**config.mk**
```make
export PLATFORM = sky130hd
export DESIGN_NAME = sdac_core
export DESIGN_NICKNAME = d
export VERILOG_FILES = /design/src/sdac_pkg.sv /design/src/sdac_fifo.sv /design/src/sdac_core.sv
export SDC_FILE = /design/constraint.sdc
export NUM_CORES = 1
export LEC_CHECK = 0
export BUFFER_PORTS_ARGS = -buffer_cell sky130_fd_sc_hd__buf_2
export CORE_ASPECT_RATIO = 1.75
export CORE_UTILIZATION = 50
export CTS_CLUSTER_SIZE = 20
export DETAILED_ROUTE_END_ITERATION = 8
export PLACE_DENSITY_LB_ADDON = 0.15
export SYNTH_ARGS = -nofsm -noshare
export SYNTH_HDL_FRONTEND = slang
export SYNTH_SLANG_ARGS = --single-unit
export TNS_END_PERCENT = 20
```
**constraint.sdc**
```tcl
create_clock -name clk_sys_in -period 5.53 [get_ports clk_sys_in]
set_input_delay 1.106 -clock clk_sys_in [delete_from_list [all_inputs] [get_ports clk_sys_in]]
set_output_delay 1.106 -clock clk_sys_in [all_outputs]
set_load 0.005 [all_outputs]
```
**src/sdac_pkg.sv**
```systemverilog
// Constants, types and state layout of the serial converter front end
package sdac_pkg;

    // ------------------------------------------------------------------
    // Code and framing
    // ------------------------------------------------------------------
    localparam int CODE_W = 16;
    localparam int OSR = 16;
    localparam logic [3:0] OS_LAST = 4'hF;
    localparam logic [3:0] MID_LAST = 4'h7;
    localparam logic [3:0] BIT_LAST = 4'hF;
    localparam logic [4:0] FERR_LEN = 5'h10;
    localparam logic [15:0] CODE_MIN = 16'h0000;
    localparam int FIFO_DEPTH = 4;

    // ------------------------------------------------------------------
    // Modulator timing and scaling
    // ------------------------------------------------------------------
    localparam int CLK_PERIOD_NS = 20;
    localparam int MOD_PERIOD_NS = 1000;
    localparam int MOD_DIV_INT = (MOD_PERIOD_NS + CLK_PERIOD_NS - 1) / CLK_PERIOD_NS;
    localparam logic [5:0] MOD_DIV_LAST = 6'(MOD_DIV_INT - 1);
    localparam logic signed [23:0] MOD_FB_POS = 24'sh008000;
    localparam logic signed [23:0] MOD_FB_NEG = 24'shFF8000;

    // ------------------------------------------------------------------
    // Types
    // ------------------------------------------------------------------
    typedef enum logic [3:0] {
        RX_IDLE = 4'b0001,
        RX_START = 4'b0010,
        RX_DATA = 4'b0100,
        RX_STOP = 4'b1000
    } sdac_rx_t;

    typedef struct packed {
        logic data;
        logic dclk;
        logic latch;
        logic clear;
        logic headroom;
        logic fault_line;
    } sdac_pins_t;

    typedef struct packed {
        sdac_pins_t s1;
        sdac_pins_t s2;
        logic dclk_prev;
        logic latch_prev;
        logic async_mode;
        logic [15:0] shift;
        logic dout;
        logic [15:0] hold;
        logic pend;
        logic [15:0] code;
        sdac_rx_t rx;
        logic rx_line_prev;
        logic [3:0] os_cnt;
        logic [3:0] bit_cnt;
        logic [15:0] rx_word;
        logic [4:0] ferr_cnt;
        logic [5:0] div_cnt;
        logic signed [23:0] int1;
        logic signed [27:0] int2;
        logic mod_bit;
        logic fault_oe;
        logic loop_fault;
    } sdac_state_t;

    localparam sdac_state_t ST_RST = '{
        s1: '{fault_line: 1'b1, default: '0},
        s2: '{fault_line: 1'b1, default: '0},
        rx: RX_IDLE,
        default: '0
    };

endpackage : sdac_pkg

```
**src/sdac_fifo.sv**
```systemverilog
// Small word FIFO between the latch and the modulator
`timescale 1ns/1ps
module sdac_fifo #(
    parameter int W = 16,
    parameter int DEPTH = 4
) (
    // Clock and reset
    input wire logic clk_sys_in,
    input wire logic rstn_in,
    input wire logic flush_in,
    // Filling side
    input wire logic in_valid_in,
    input wire logic [W-1:0] in_data_in,
    output logic in_ready_out,
    // Draining side
    output logic out_valid_out,
    output logic [W-1:0] out_data_out,
    input wire logic out_ready_in
);
    localparam int AW = $clog2(DEPTH);

    typedef struct packed {
        logic [DEPTH-1:0][W-1:0] mem;
        logic [AW:0] wr;
        logic [AW:0] rd;
    } sdac_fifo_st_t;

    sdac_fifo_st_t st_reg;
    sdac_fifo_st_t st_next;
    logic full;
    logic empty;

    // ------------------------------------------------------------------
    // Pointer logic
    // ------------------------------------------------------------------
    always_comb
    begin
        st_next = st_reg;
        empty = (st_reg.wr == st_reg.rd);
        full = (st_reg.wr[AW] != st_reg.rd[AW]) && (st_reg.wr[AW-1:0] == st_reg.rd[AW-1:0]);
        if (in_valid_in && !full)
        begin
            st_next.mem[st_reg.wr[AW-1:0]] = in_data_in;
            st_next.wr = st_reg.wr + 1'b1;
        end
        if (out_ready_in && !empty)
        begin
            st_next.rd = st_reg.rd + 1'b1;
        end
        if (flush_in)
        begin
            st_next.wr = '0;
            st_next.rd = '0;
        end
    end

    always_ff @(posedge clk_sys_in or negedge rstn_in)
    begin
        if (!rstn_in)
            st_reg <= '0;
        else
            st_reg <= st_next;
    end

    assign in_ready_out = !full;
    assign out_valid_out = !empty;
    assign out_data_out = st_reg.mem[st_reg.rd[AW-1:0]];

endmodule : sdac_fifo

```
**src/sdac_core.sv**
```systemverilog
// Serial input, latch, modulator and fault logic of the converter
//
// Behaviour
// - Three-wire: bits gather in input register, reach converter only on latch.
// - Shift register samples data and advances once per data clock rise with latch low.
// - Latch copies shift register into internal latch; converter input follows later via FIFO on a modulator tick.
// - Latch held high permanently selects asynchronous mode.
// - Async mode: start and stop framing triggers the internal latch.
// - Three-wire serial output shows bits shifted out of the register.
// - Shared latch after the full chain updates all devices together.
// - Device only forwards bits, so chain length is unlimited.
// - Fault flag is active-low open drain for wired sharing.
// - Fault asserts three clock edges after headroom indicator reports low drive.
// - Code is 16 bits; all ones near full scale, zeros bottom.
// - Latched code drives second-order single-bit sigma-delta modulator.
// - Clear forces minimum output, holds after release, input register untouched.
// - Three-wire latch transfer happens on rising latch edge.
// - Async data clock is sixteen times bit rate; oversample by sixteen.
// - Async serial output pulses high after a bad frame's stop bit.
`timescale 1ns/1ps
module sdac_core (
    // Clock and reset
    input wire logic clk_sys_in,
    input wire logic rstn_in,
    // Serial pins
    input wire logic data_in,
    input wire logic dclk_in,
    input wire logic latch_in,
    output logic data_out,
    // Clear pin
    input wire logic clear_in,
    // Fault pin and headroom indicator
    input wire logic headroom_low_in,
    input wire logic fault_line_in,
    output logic fault_o_out,
    output logic fault_oe_out,
    output logic loop_fault_out,
    // Converter side
    output logic [15:0] code_out,
    output logic [15:0] latch_word_out,
    output logic mod_bit_out,
    output logic async_mode_out
);
    sdac_pkg::sdac_state_t st_reg;
    sdac_pkg::sdac_state_t st_next;
    logic dclk_rise;
    logic latch_rise;
    logic latch_evt;
    logic mod_tick;
    logic fifo_in_ready;
    logic fifo_out_valid;
    logic fifo_out_ready;
    logic [15:0] fifo_out_data;
    logic signed [23:0] mod_x;
    logic signed [23:0] mod_fb;
    logic signed [23:0] int1_n;
    logic signed [27:0] int2_n;

    function automatic logic sdac_rise(input logic prev, input logic cur);
        return cur & ~prev;
    endfunction : sdac_rise

    // ------------------------------------------------------------------
    // Next state
    // ------------------------------------------------------------------
    always_comb
    begin
        st_next = st_reg;
        latch_evt = 1'b0;
        st_next.s1.data = data_in;
        st_next.s1.dclk = dclk_in;
        st_next.s1.latch = latch_in;
        st_next.s1.clear = clear_in;
        st_next.s1.headroom = headroom_low_in;
        st_next.s1.fault_line = fault_line_in;
        st_next.s2 = st_reg.s1;
        st_next.dclk_prev = st_reg.s2.dclk;
        st_next.latch_prev = st_reg.s2.latch;
        dclk_rise = sdac_rise(st_reg.dclk_prev, st_reg.s2.dclk);
        latch_rise = sdac_rise(st_reg.latch_prev, st_reg.s2.latch);

        if (dclk_rise)
        begin
            st_next.async_mode = st_reg.s2.latch;
            st_next.rx_line_prev = st_reg.s2.data;
            if (!st_reg.s2.latch)
            begin
                st_next.shift = {st_reg.shift[14:0], st_reg.s2.data};
                st_next.rx = sdac_pkg::RX_IDLE;
                st_next.ferr_cnt = '0;
            end
            else
            begin
                if (st_reg.ferr_cnt != '0)
                    st_next.ferr_cnt = st_reg.ferr_cnt - 5'h01;
                unique case (st_reg.rx)
                    sdac_pkg::RX_IDLE:
                    begin
                        if (st_reg.rx_line_prev && !st_reg.s2.data)
                        begin
                            st_next.rx = sdac_pkg::RX_START;
                            st_next.os_cnt = '0;
                        end
                    end
                    sdac_pkg::RX_START:
                    begin
                        st_next.os_cnt = st_reg.os_cnt + 4'h1;
                        if (st_reg.os_cnt == sdac_pkg::MID_LAST)
                        begin
                            st_next.os_cnt = '0;
                            st_next.bit_cnt = '0;
                            st_next.rx = st_reg.s2.data ? sdac_pkg::RX_IDLE : sdac_pkg::RX_DATA;
                        end
                    end
                    sdac_pkg::RX_DATA:
                    begin
                        st_next.os_cnt = st_reg.os_cnt + 4'h1;
                        if (st_reg.os_cnt == sdac_pkg::OS_LAST)
                        begin
                            st_next.rx_word = {st_reg.rx_word[14:0], st_reg.s2.data};
                            st_next.bit_cnt = st_reg.bit_cnt + 4'h1;
                            if (st_reg.bit_cnt == sdac_pkg::BIT_LAST)
                                st_next.rx = sdac_pkg::RX_STOP;
                        end
                    end
                    sdac_pkg::RX_STOP:
                    begin
                        st_next.os_cnt = st_reg.os_cnt + 4'h1;
                        if (st_reg.os_cnt == sdac_pkg::OS_LAST)
                        begin
                            st_next.rx = sdac_pkg::RX_IDLE;
                            if (st_reg.s2.data)
                            begin
                                st_next.hold = st_reg.rx_word;
                                latch_evt = 1'b1;
                            end
                            else
                            begin
                                st_next.ferr_cnt = sdac_pkg::FERR_LEN;
                            end
                        end
                    end
                    default:
                    begin
                        st_next.rx = sdac_pkg::RX_IDLE;
                    end
                endcase
            end
        end

        if (latch_rise && !st_reg.async_mode)
        begin
            st_next.hold = st_reg.shift;
            latch_evt = 1'b1;
        end

        if (st_reg.pend && fifo_in_ready)
            st_next.pend = 1'b0;
        if (latch_evt)
            st_next.pend = 1'b1;

        // Modulator rate divider
        mod_tick = (st_reg.div_cnt == sdac_pkg::MOD_DIV_LAST);
        st_next.div_cnt = mod_tick ? 6'h00 : st_reg.div_cnt + 6'h01;
        fifo_out_ready = mod_tick && !st_reg.s2.clear;
        if (fifo_out_ready && fifo_out_valid)
            st_next.code = fifo_out_data;

        if (st_reg.s2.clear)
        begin
            st_next.code = sdac_pkg::CODE_MIN;
            st_next.pend = 1'b0;
        end

        mod_x = {{8{~st_reg.code[15]}}, ~st_reg.code[15], st_reg.code[14:0]};
        mod_fb = st_reg.mod_bit ? sdac_pkg::MOD_FB_POS : sdac_pkg::MOD_FB_NEG;
        int1_n = st_reg.int1 + mod_x - mod_fb;
        int2_n = st_reg.int2 + {{4{int1_n[23]}}, int1_n} - {{4{mod_fb[23]}}, mod_fb};
        if (mod_tick)
        begin
            st_next.int1 = int1_n;
            st_next.int2 = int2_n;
            st_next.mod_bit = ~int2_n[27];
        end

        st_next.dout = st_next.async_mode ? (st_next.ferr_cnt != '0) : st_next.shift[15];

        st_next.fault_oe = st_reg.s2.headroom;
        st_next.loop_fault = ~st_reg.s2.fault_line;
    end

    always_ff @(posedge clk_sys_in or negedge rstn_in)
    begin
        if (!rstn_in)
            st_reg <= sdac_pkg::ST_RST;
        else
            st_reg <= st_next;
    end

    // ------------------------------------------------------------------
    // Word FIFO
    // ------------------------------------------------------------------
    sdac_fifo #(
        .W(sdac_pkg::CODE_W),
        .DEPTH(sdac_pkg::FIFO_DEPTH)
    ) u_fifo (
        .clk_sys_in(clk_sys_in),
        .rstn_in(rstn_in),
        .flush_in(st_reg.s2.clear),
        .in_valid_in(st_reg.pend),
        .in_data_in(st_reg.hold),
        .in_ready_out(fifo_in_ready),
        .out_valid_out(fifo_out_valid),
        .out_data_out(fifo_out_data),
        .out_ready_in(fifo_out_ready)
    );

    // ------------------------------------------------------------------
    // Outputs
    // ------------------------------------------------------------------
    assign data_out = st_reg.dout;
    assign fault_o_out = 1'b0;
    assign fault_oe_out = st_reg.fault_oe;
    assign loop_fault_out = st_reg.loop_fault;
    assign code_out = st_reg.code;
    assign latch_word_out = st_reg.hold;
    assign mod_bit_out = st_reg.mod_bit;
    assign async_mode_out = st_reg.async_mode;
endmodule : sdac_core

```
* After elaboration in Yosys (flattened, before gate mapping)
Index checks and enable logic that the tools add are counted.
Word-level totals: word-level logic and storage cells 158, latch bits 0, bits in read-only memories 0, flip-flop bits (word level) 230, output and inout bits 38, bits of input ports 8, RAM bits 0, memories 0
Operators by class: magnitude comparators 3, shifts and indexed selects 0, muxes and demuxes 48, equality and inequality tests 19, multipliers 0, divide/modulo/power cells 0, add/sub/neg operators 10, reduce and logical (&&, ||, !) cells 31, bitwise operators 8
Operators with widths (number):
- $mux W16 | 10
- $bwmux W64 | 1
- $mux W17 | 2
- $bmux W16 S2 | 1
- $demux W16 S2 | 1
- $mux W5 | 6
- $add A28 B28 Y28 | 1
- $mux W4 | 7
- $sub A28 B28 Y28 | 1
- $add A24 B16 Y24 | 1
- $mux W24 | 1
- $sub A24 B24 Y24 | 1
- $mux W20 | 1
- $pmux W4 S4 | 1
- $reduce_bool A2 Y1 | 8
- $ne A3 B3 Y1 const B | 5
- $eq A4 B4 Y1 const B | 3
- $mux W6 | 2
- $pmux W4 S3 | 1
- $reduce_and A5 Y1 | 2
- $reduce_bool A5 Y1 | 2
- $mux W1 | 9
- $mux W3 | 3
- $add A4 B1 Y4 const B | 2
- 24 further kinds | 47

* Longest topological paths before layout
depth after elaboration 9, depth in mapped cells 27, gate-level depth less buffers 26

* Modules after synthesis
From an unflattened synthesis, not the netlist that was laid out.
Unflattened totals: cell total of the unflattened synthesis 1278, area total of the unflattened synthesis 13608.1 µm²
By module, submodules not included:
- sdac_core | cells each 1052, area an instance 10028.4 µm², sequential area each 4007.6 µm², instances 1
- sdac_fifo | cells each 226, area an instance 3579.7 µm², sequential area each 1751.7 µm², instances 1

* Worst setup path after synthesis
OpenSTA, ideal clock, no wires.
kind reg-to-reg, start point register st_reg (netlist bit mod_bit_out), end point register st_reg (netlist bit mod_bit_out), path slack 0.002 ns, clock period less this slack 5.528 ns, path buffers 2, setup time 0.082 ns, cell stages (with the launch flop) 23, data required time 5.448 ns, arrival time 5.446 ns, cells stage by stage dfrtp_1 > fa_1 > ha_1 > clkbuf_1 > a21o_1 > a21oi_1 > nand3_1 > o21ai_1 > o21a_1 > xnor2_4 > fa_1 > ha_1 > buf_2 > a21oi_1 > a21oi_1 > nor2_1 > o21ai_0 > a211oi_1 > o31ai_2 > xor2_1 > xnor2_2 > mux2i_1 > xnor2_1
On the way: word-level cells in the longest chain between the ends 5
RTL lines:
- from (decl) | line sdac_core.sv:44 | sdac_pkg::sdac_state_t st_reg;
- from (signal assigned) | line sdac_core.sv:195 | st_reg <= sdac_pkg::ST_RST;
- from (signal assigned) | line sdac_core.sv:197 | st_reg <= st_next;
- $mux W24 | line sdac_core.sv:176 | mod_fb = st_reg.mod_bit ? sdac_pkg::MOD_FB_POS : sdac_pkg::MOD_FB_NEG;
- $sub A24 B24 Y24 | line sdac_core.sv:177 | int1_n = st_reg.int1 + mod_x - mod_fb;
- via int1_n[23] | line sdac_core.sv:56 | logic signed [23:0] int1_n;
- $add A28 B28 Y28 | line sdac_core.sv:178 | int2_n = st_reg.int2 + {{4{int1_n[23]}}, int1_n} - {{4{mod_fb[23]}}, mod_fb};
- $sub A28 B28 Y28 | line sdac_core.sv:178
- $not A1 Y1 | line sdac_core.sv:183 | st_next.mod_bit = ~int2_n[27];
The timed path passes the listed nets, and every way through them passes these cells. A chain may end at the register's enable or synchronous reset.

* Worst setup path after layout
start point register st_reg (netlist bit code_out[15]), end point register st_reg (netlist bit mod_bit_out)
On the way: word-level cells in the longest chain between the ends 6
RTL lines:
- $not A1 Y1 | line sdac_core.sv:175 | mod_x = {{8{~st_reg.code[15]}}, ~st_reg.code[15], st_reg.code[14:0]};
- $add A24 B16 Y24 | line sdac_core.sv:177
- $sub A24 B24 Y24 | line sdac_core.sv:177
- via int1_n[23] | line sdac_core.sv:56
- $add A28 B28 Y28 | line sdac_core.sv:178
- $sub A28 B28 Y28 | line sdac_core.sv:178
- $not A1 Y1 | line sdac_core.sv:183
The timed path passes the listed nets, and every way through them passes these cells.

==> impl_results.md <==
* Outcome: completed
* Post-synthesis cell type count at 66
* Max FFs per register at 114
* Mean routed wirelength per cell at 16.84 um
* Gate Count Post-Synth at 1269
* Crit Path Category: register to register
* Setup WS post-layout at 0.2880 ns
* Mean post-synth cell area at 10.37 um^2
* Largest cells by area after synthesis: dfrtp_1 43%, mux2_2 8.6%, ha_1 8.6%
* Die width at 124.6 um
* Final cell utilization of the core at 0.5669
* Gpl congestion at 0.8772
* DR iter-0 viols at 447
* Placed Instance Area at 13640 um^2
* Relative max-transition margin at 0.3685
* Max-Cap Viols at 0
* Largest net degree at the start of global routing at 123
* Vias per inst at 5.400
* Seq pwr share at 0.472
* CP endpoint kind: register
* TritonCTS Buffers at 25
* Vias post-DR at 8873
* Yosys warnings at 0
* Hold path start: st_next[151]
* # setup viols final at 0
* Number of global-route vias before repair at 9494
* Row cnt at 78
* Setup repair after global routing missed its margin: true
* Worst r2r src: code_out[15]
* Drt total wl at 27670 um
* Worst Hold Class: register to register
* GRT overflow at 0
* Power density cells at 261.5 nW/um^2
* Worst Path Required at 5.94 ns
* Synth top area share at 0.4318
* Cell Area, Synth at 13160 um^2
* #FFs+latches synth at 230
* Remaining antenna violation count at 0
* CP max FO at 9
* Layout area overhead at 11.43%
* WP data arrival at 5.65 ns
* Fin Setup TNS at 0 ns
* Pre-antenna DRT Iters at 4
* Initial antenna violation count at 0
* Final hold viol count at 0
* Net Switching at 878.7 uW
* Die extent in y at 216.6 um
* Clock share of power at 0.477
* CTS tree: done
* Layout Nets at 1421
* Core Area at 25860 um^2
* Ratio of cells with drive above 1 in the final layout at 0.2079
* Clock Tree Root: clkbuf_16
* H-tree depth at 1
* F_max at 190.8 MHz
* Gate power share at 0.051
* Minimum clock period at 5.242 ns
* Least-Margin Pin Slew at 0.9473 ns
* Ant diodes at 0
* Die Footprint at 26990 um^2
* Register area share after synthesis at 0.4378
* Residual DRC at 0
* First-pass GRT wire length at 46730 um
* Post-Layout Inst Area at 14660 um^2
* Clock Skew at 0.01734 ns
* Tcrit/Tclk final at 0.9479
* Worst-path clk slew at 0.06 ns
* Syn nets at 1385
* FFs w/ async S/R, synth at 1.000
* Leak pwr at 0.007235 uW
* Main synth FF type: dfrtp_1
* Starting density of the core at 0.5087
* Sw Ratio at 0.2292
* Number of synthesized flops with an enable pin at 0
* GRT Overall Usage at 0.2146
* CP startpoint kind: register
* IO buf count at 44
* Internal Power at 2955 uW
* Pre-CTS setup slack at 0.06007 ns
* Hold WS at 0.3453 ns
* Clk Latency, worst-skew pair at 0.53 ns
* Cell taking the most area after synthesis: dfrtp_1
* Ports at 46
* Worst setup path start: code_out[15]
* Peak supply drop at 270.7 uV
* Longest Clk Path Bufs at 3
* Final Max Tran Viols at 0
* Dpl hpwl at 20110 um
* CTS Sinks at 230
==> through the flow <==
stage / instances / total power, uW
2_1_floorplan: 1269 / 1957
3_3_place_gp: 1593 / 2036
3_5_place_dp: 1593 / 2042
4_1_cts: 1638 / 3887
5_1_grt: 1643 / 3975
6_report: 1643 / 3834
==> placed cells by master, fill, tap and decap left out, types with 10 or more instances in the layout <==
cell,count
a21o_1,17
a21oi_1,63
buf_2,43
buf_4,33
clkbuf_16,25
dfrtp_1,227
fa_1,18
ha_1,87
inv_1,126
mux2_2,101
mux2i_1,20
mux4_2,16
nand2_1,164
nand2b_1,14
nand3_1,20
nor2_1,45
nor2b_1,11
nor3_1,10
o21ai_0,91
o21ai_1,10
xnor2_1,29
xor2_1,25
==> worst max-delay path: stages, from the launching register on <==
cell and delay [ns]:
dfrtp_1 0.39, clkinvlp_4 0.19, buf_4 0.18, fa_1 0.44, ha_1 0.38, and3_1 0.23, a311oi_1 0.30, o21a_2 0.24
xnor2_4 0.16, fa_1 0.46, ha_1 0.42, a21oi_1 0.24, a21oi_1 0.12, nor2_1 0.09, o21ai_0 0.09, a211oi_2 0.24
o31ai_2 0.10, xor2_1 0.23, xnor2_2 0.16, mux2i_1 0.26, xnor2_1 0.20
==> kinds of logic (layout without fill, tap and decap cells) <==
group | count (synthesis) | count (layout) | share of synthesized area
mux | 137 | 137 | 0.1291
simple gates | 296 | 296 | 0.1015
flops | 230 | 230 | 0.4378
xor+xnor | 59 | 59 | 0.04128
compound gates | 242 | 242 | 0.1113
fa+ha+maj | 108 | 108 | 0.1130
other cells | 1 | 1 | 0.0002850
buf+inv | 196 | 250 | 0.06591
==> worst paths after layout <==
kind	end	depth (start not counted)	slack, ns
setup / recovery	mod_bit_out	20	0.29
hold / removal	st_next[146]	0	0.35
setup reg to reg	mod_bit_out	20	0.29
hold reg to reg	st_next[146]	0	0.35
max in group asynchronous	st_reg[143]	2	3.68
min in group asynchronous	fault_oe_out	1	0.65
==> metal layers <==
metal	wire length (um)	vias to the layer above	global-route usage
li1	-	4367	-
met1	10090	4352	0.2210
met2	15890	101	0.4284
met3	676	53	0.02518
met4	1008	0	0.08795
met5	0	-	0
==> what timing repair did <==
item,4_1_cts,5_1_grt
hold buffers,0,0
resized for setup,0,20
setup buffers,0,5
setup endpoints to repair,0,7
==> layout make-up <==
cell class / instances / area (um^2)
well taps: 320 / 400.4
flip-flops and latches: 230 / 5759
fillers: 2264 / 11200
multi-input cells: 843 / 6626
clock inverters: 12 / 200.2
clock buffers: 33 / 695.7
repair buffers: 78 / 498.0
inverters: 127 / 480.5
==> cell usage after synthesis (2+ instances only) <==
master / n
nand2b_1: 14
a211oi_1: 4
o21ai_2: 2
nor4_1: 2
and2_1: 3
o2111ai_1: 2
xor2_1: 26
a21o_1: 17
nand3_1: 20
inv_1: 127
nor2b_1: 11
a22o_1: 2
nand4_1: 4
mux4_2: 16
a21oi_1: 68
o21a_1: 7
o41ai_1: 3
nor4b_1: 2
or4_1: 4
and3_1: 4
a311oi_1: 3
o21ai_1: 9
nand2_1: 164
o21bai_1: 4
o31a_1: 2
mux2i_1: 20
dfstp_2: 3
o21ai_0: 93
o31ai_1: 3
fa_1: 18
buf_2: 6
clkbuf_1: 26
mux2_2: 101
buf_4: 33
buf_1: 4
nor3_1: 10
a31oi_1: 6
nor2_1: 47
a31o_2: 2
xnor2_1: 31
dfrtp_1: 227
ha_1: 90
o211ai_1: 4
or3_1: 3
==> power groups by stage <==
stage | Clock [uW] | Combinational [uW] | Sequential, uW
floorplan | 0 | 138 | 1820
global placement | 0 | 199 | 1840
detailed placement | 0 | 201 | 1840
CTS | 1870 | 202 | 1810
global route | 1940 | 222 | 1820
finish | 1830 | 196 | 1810
(Power assumes the default switching activity.)
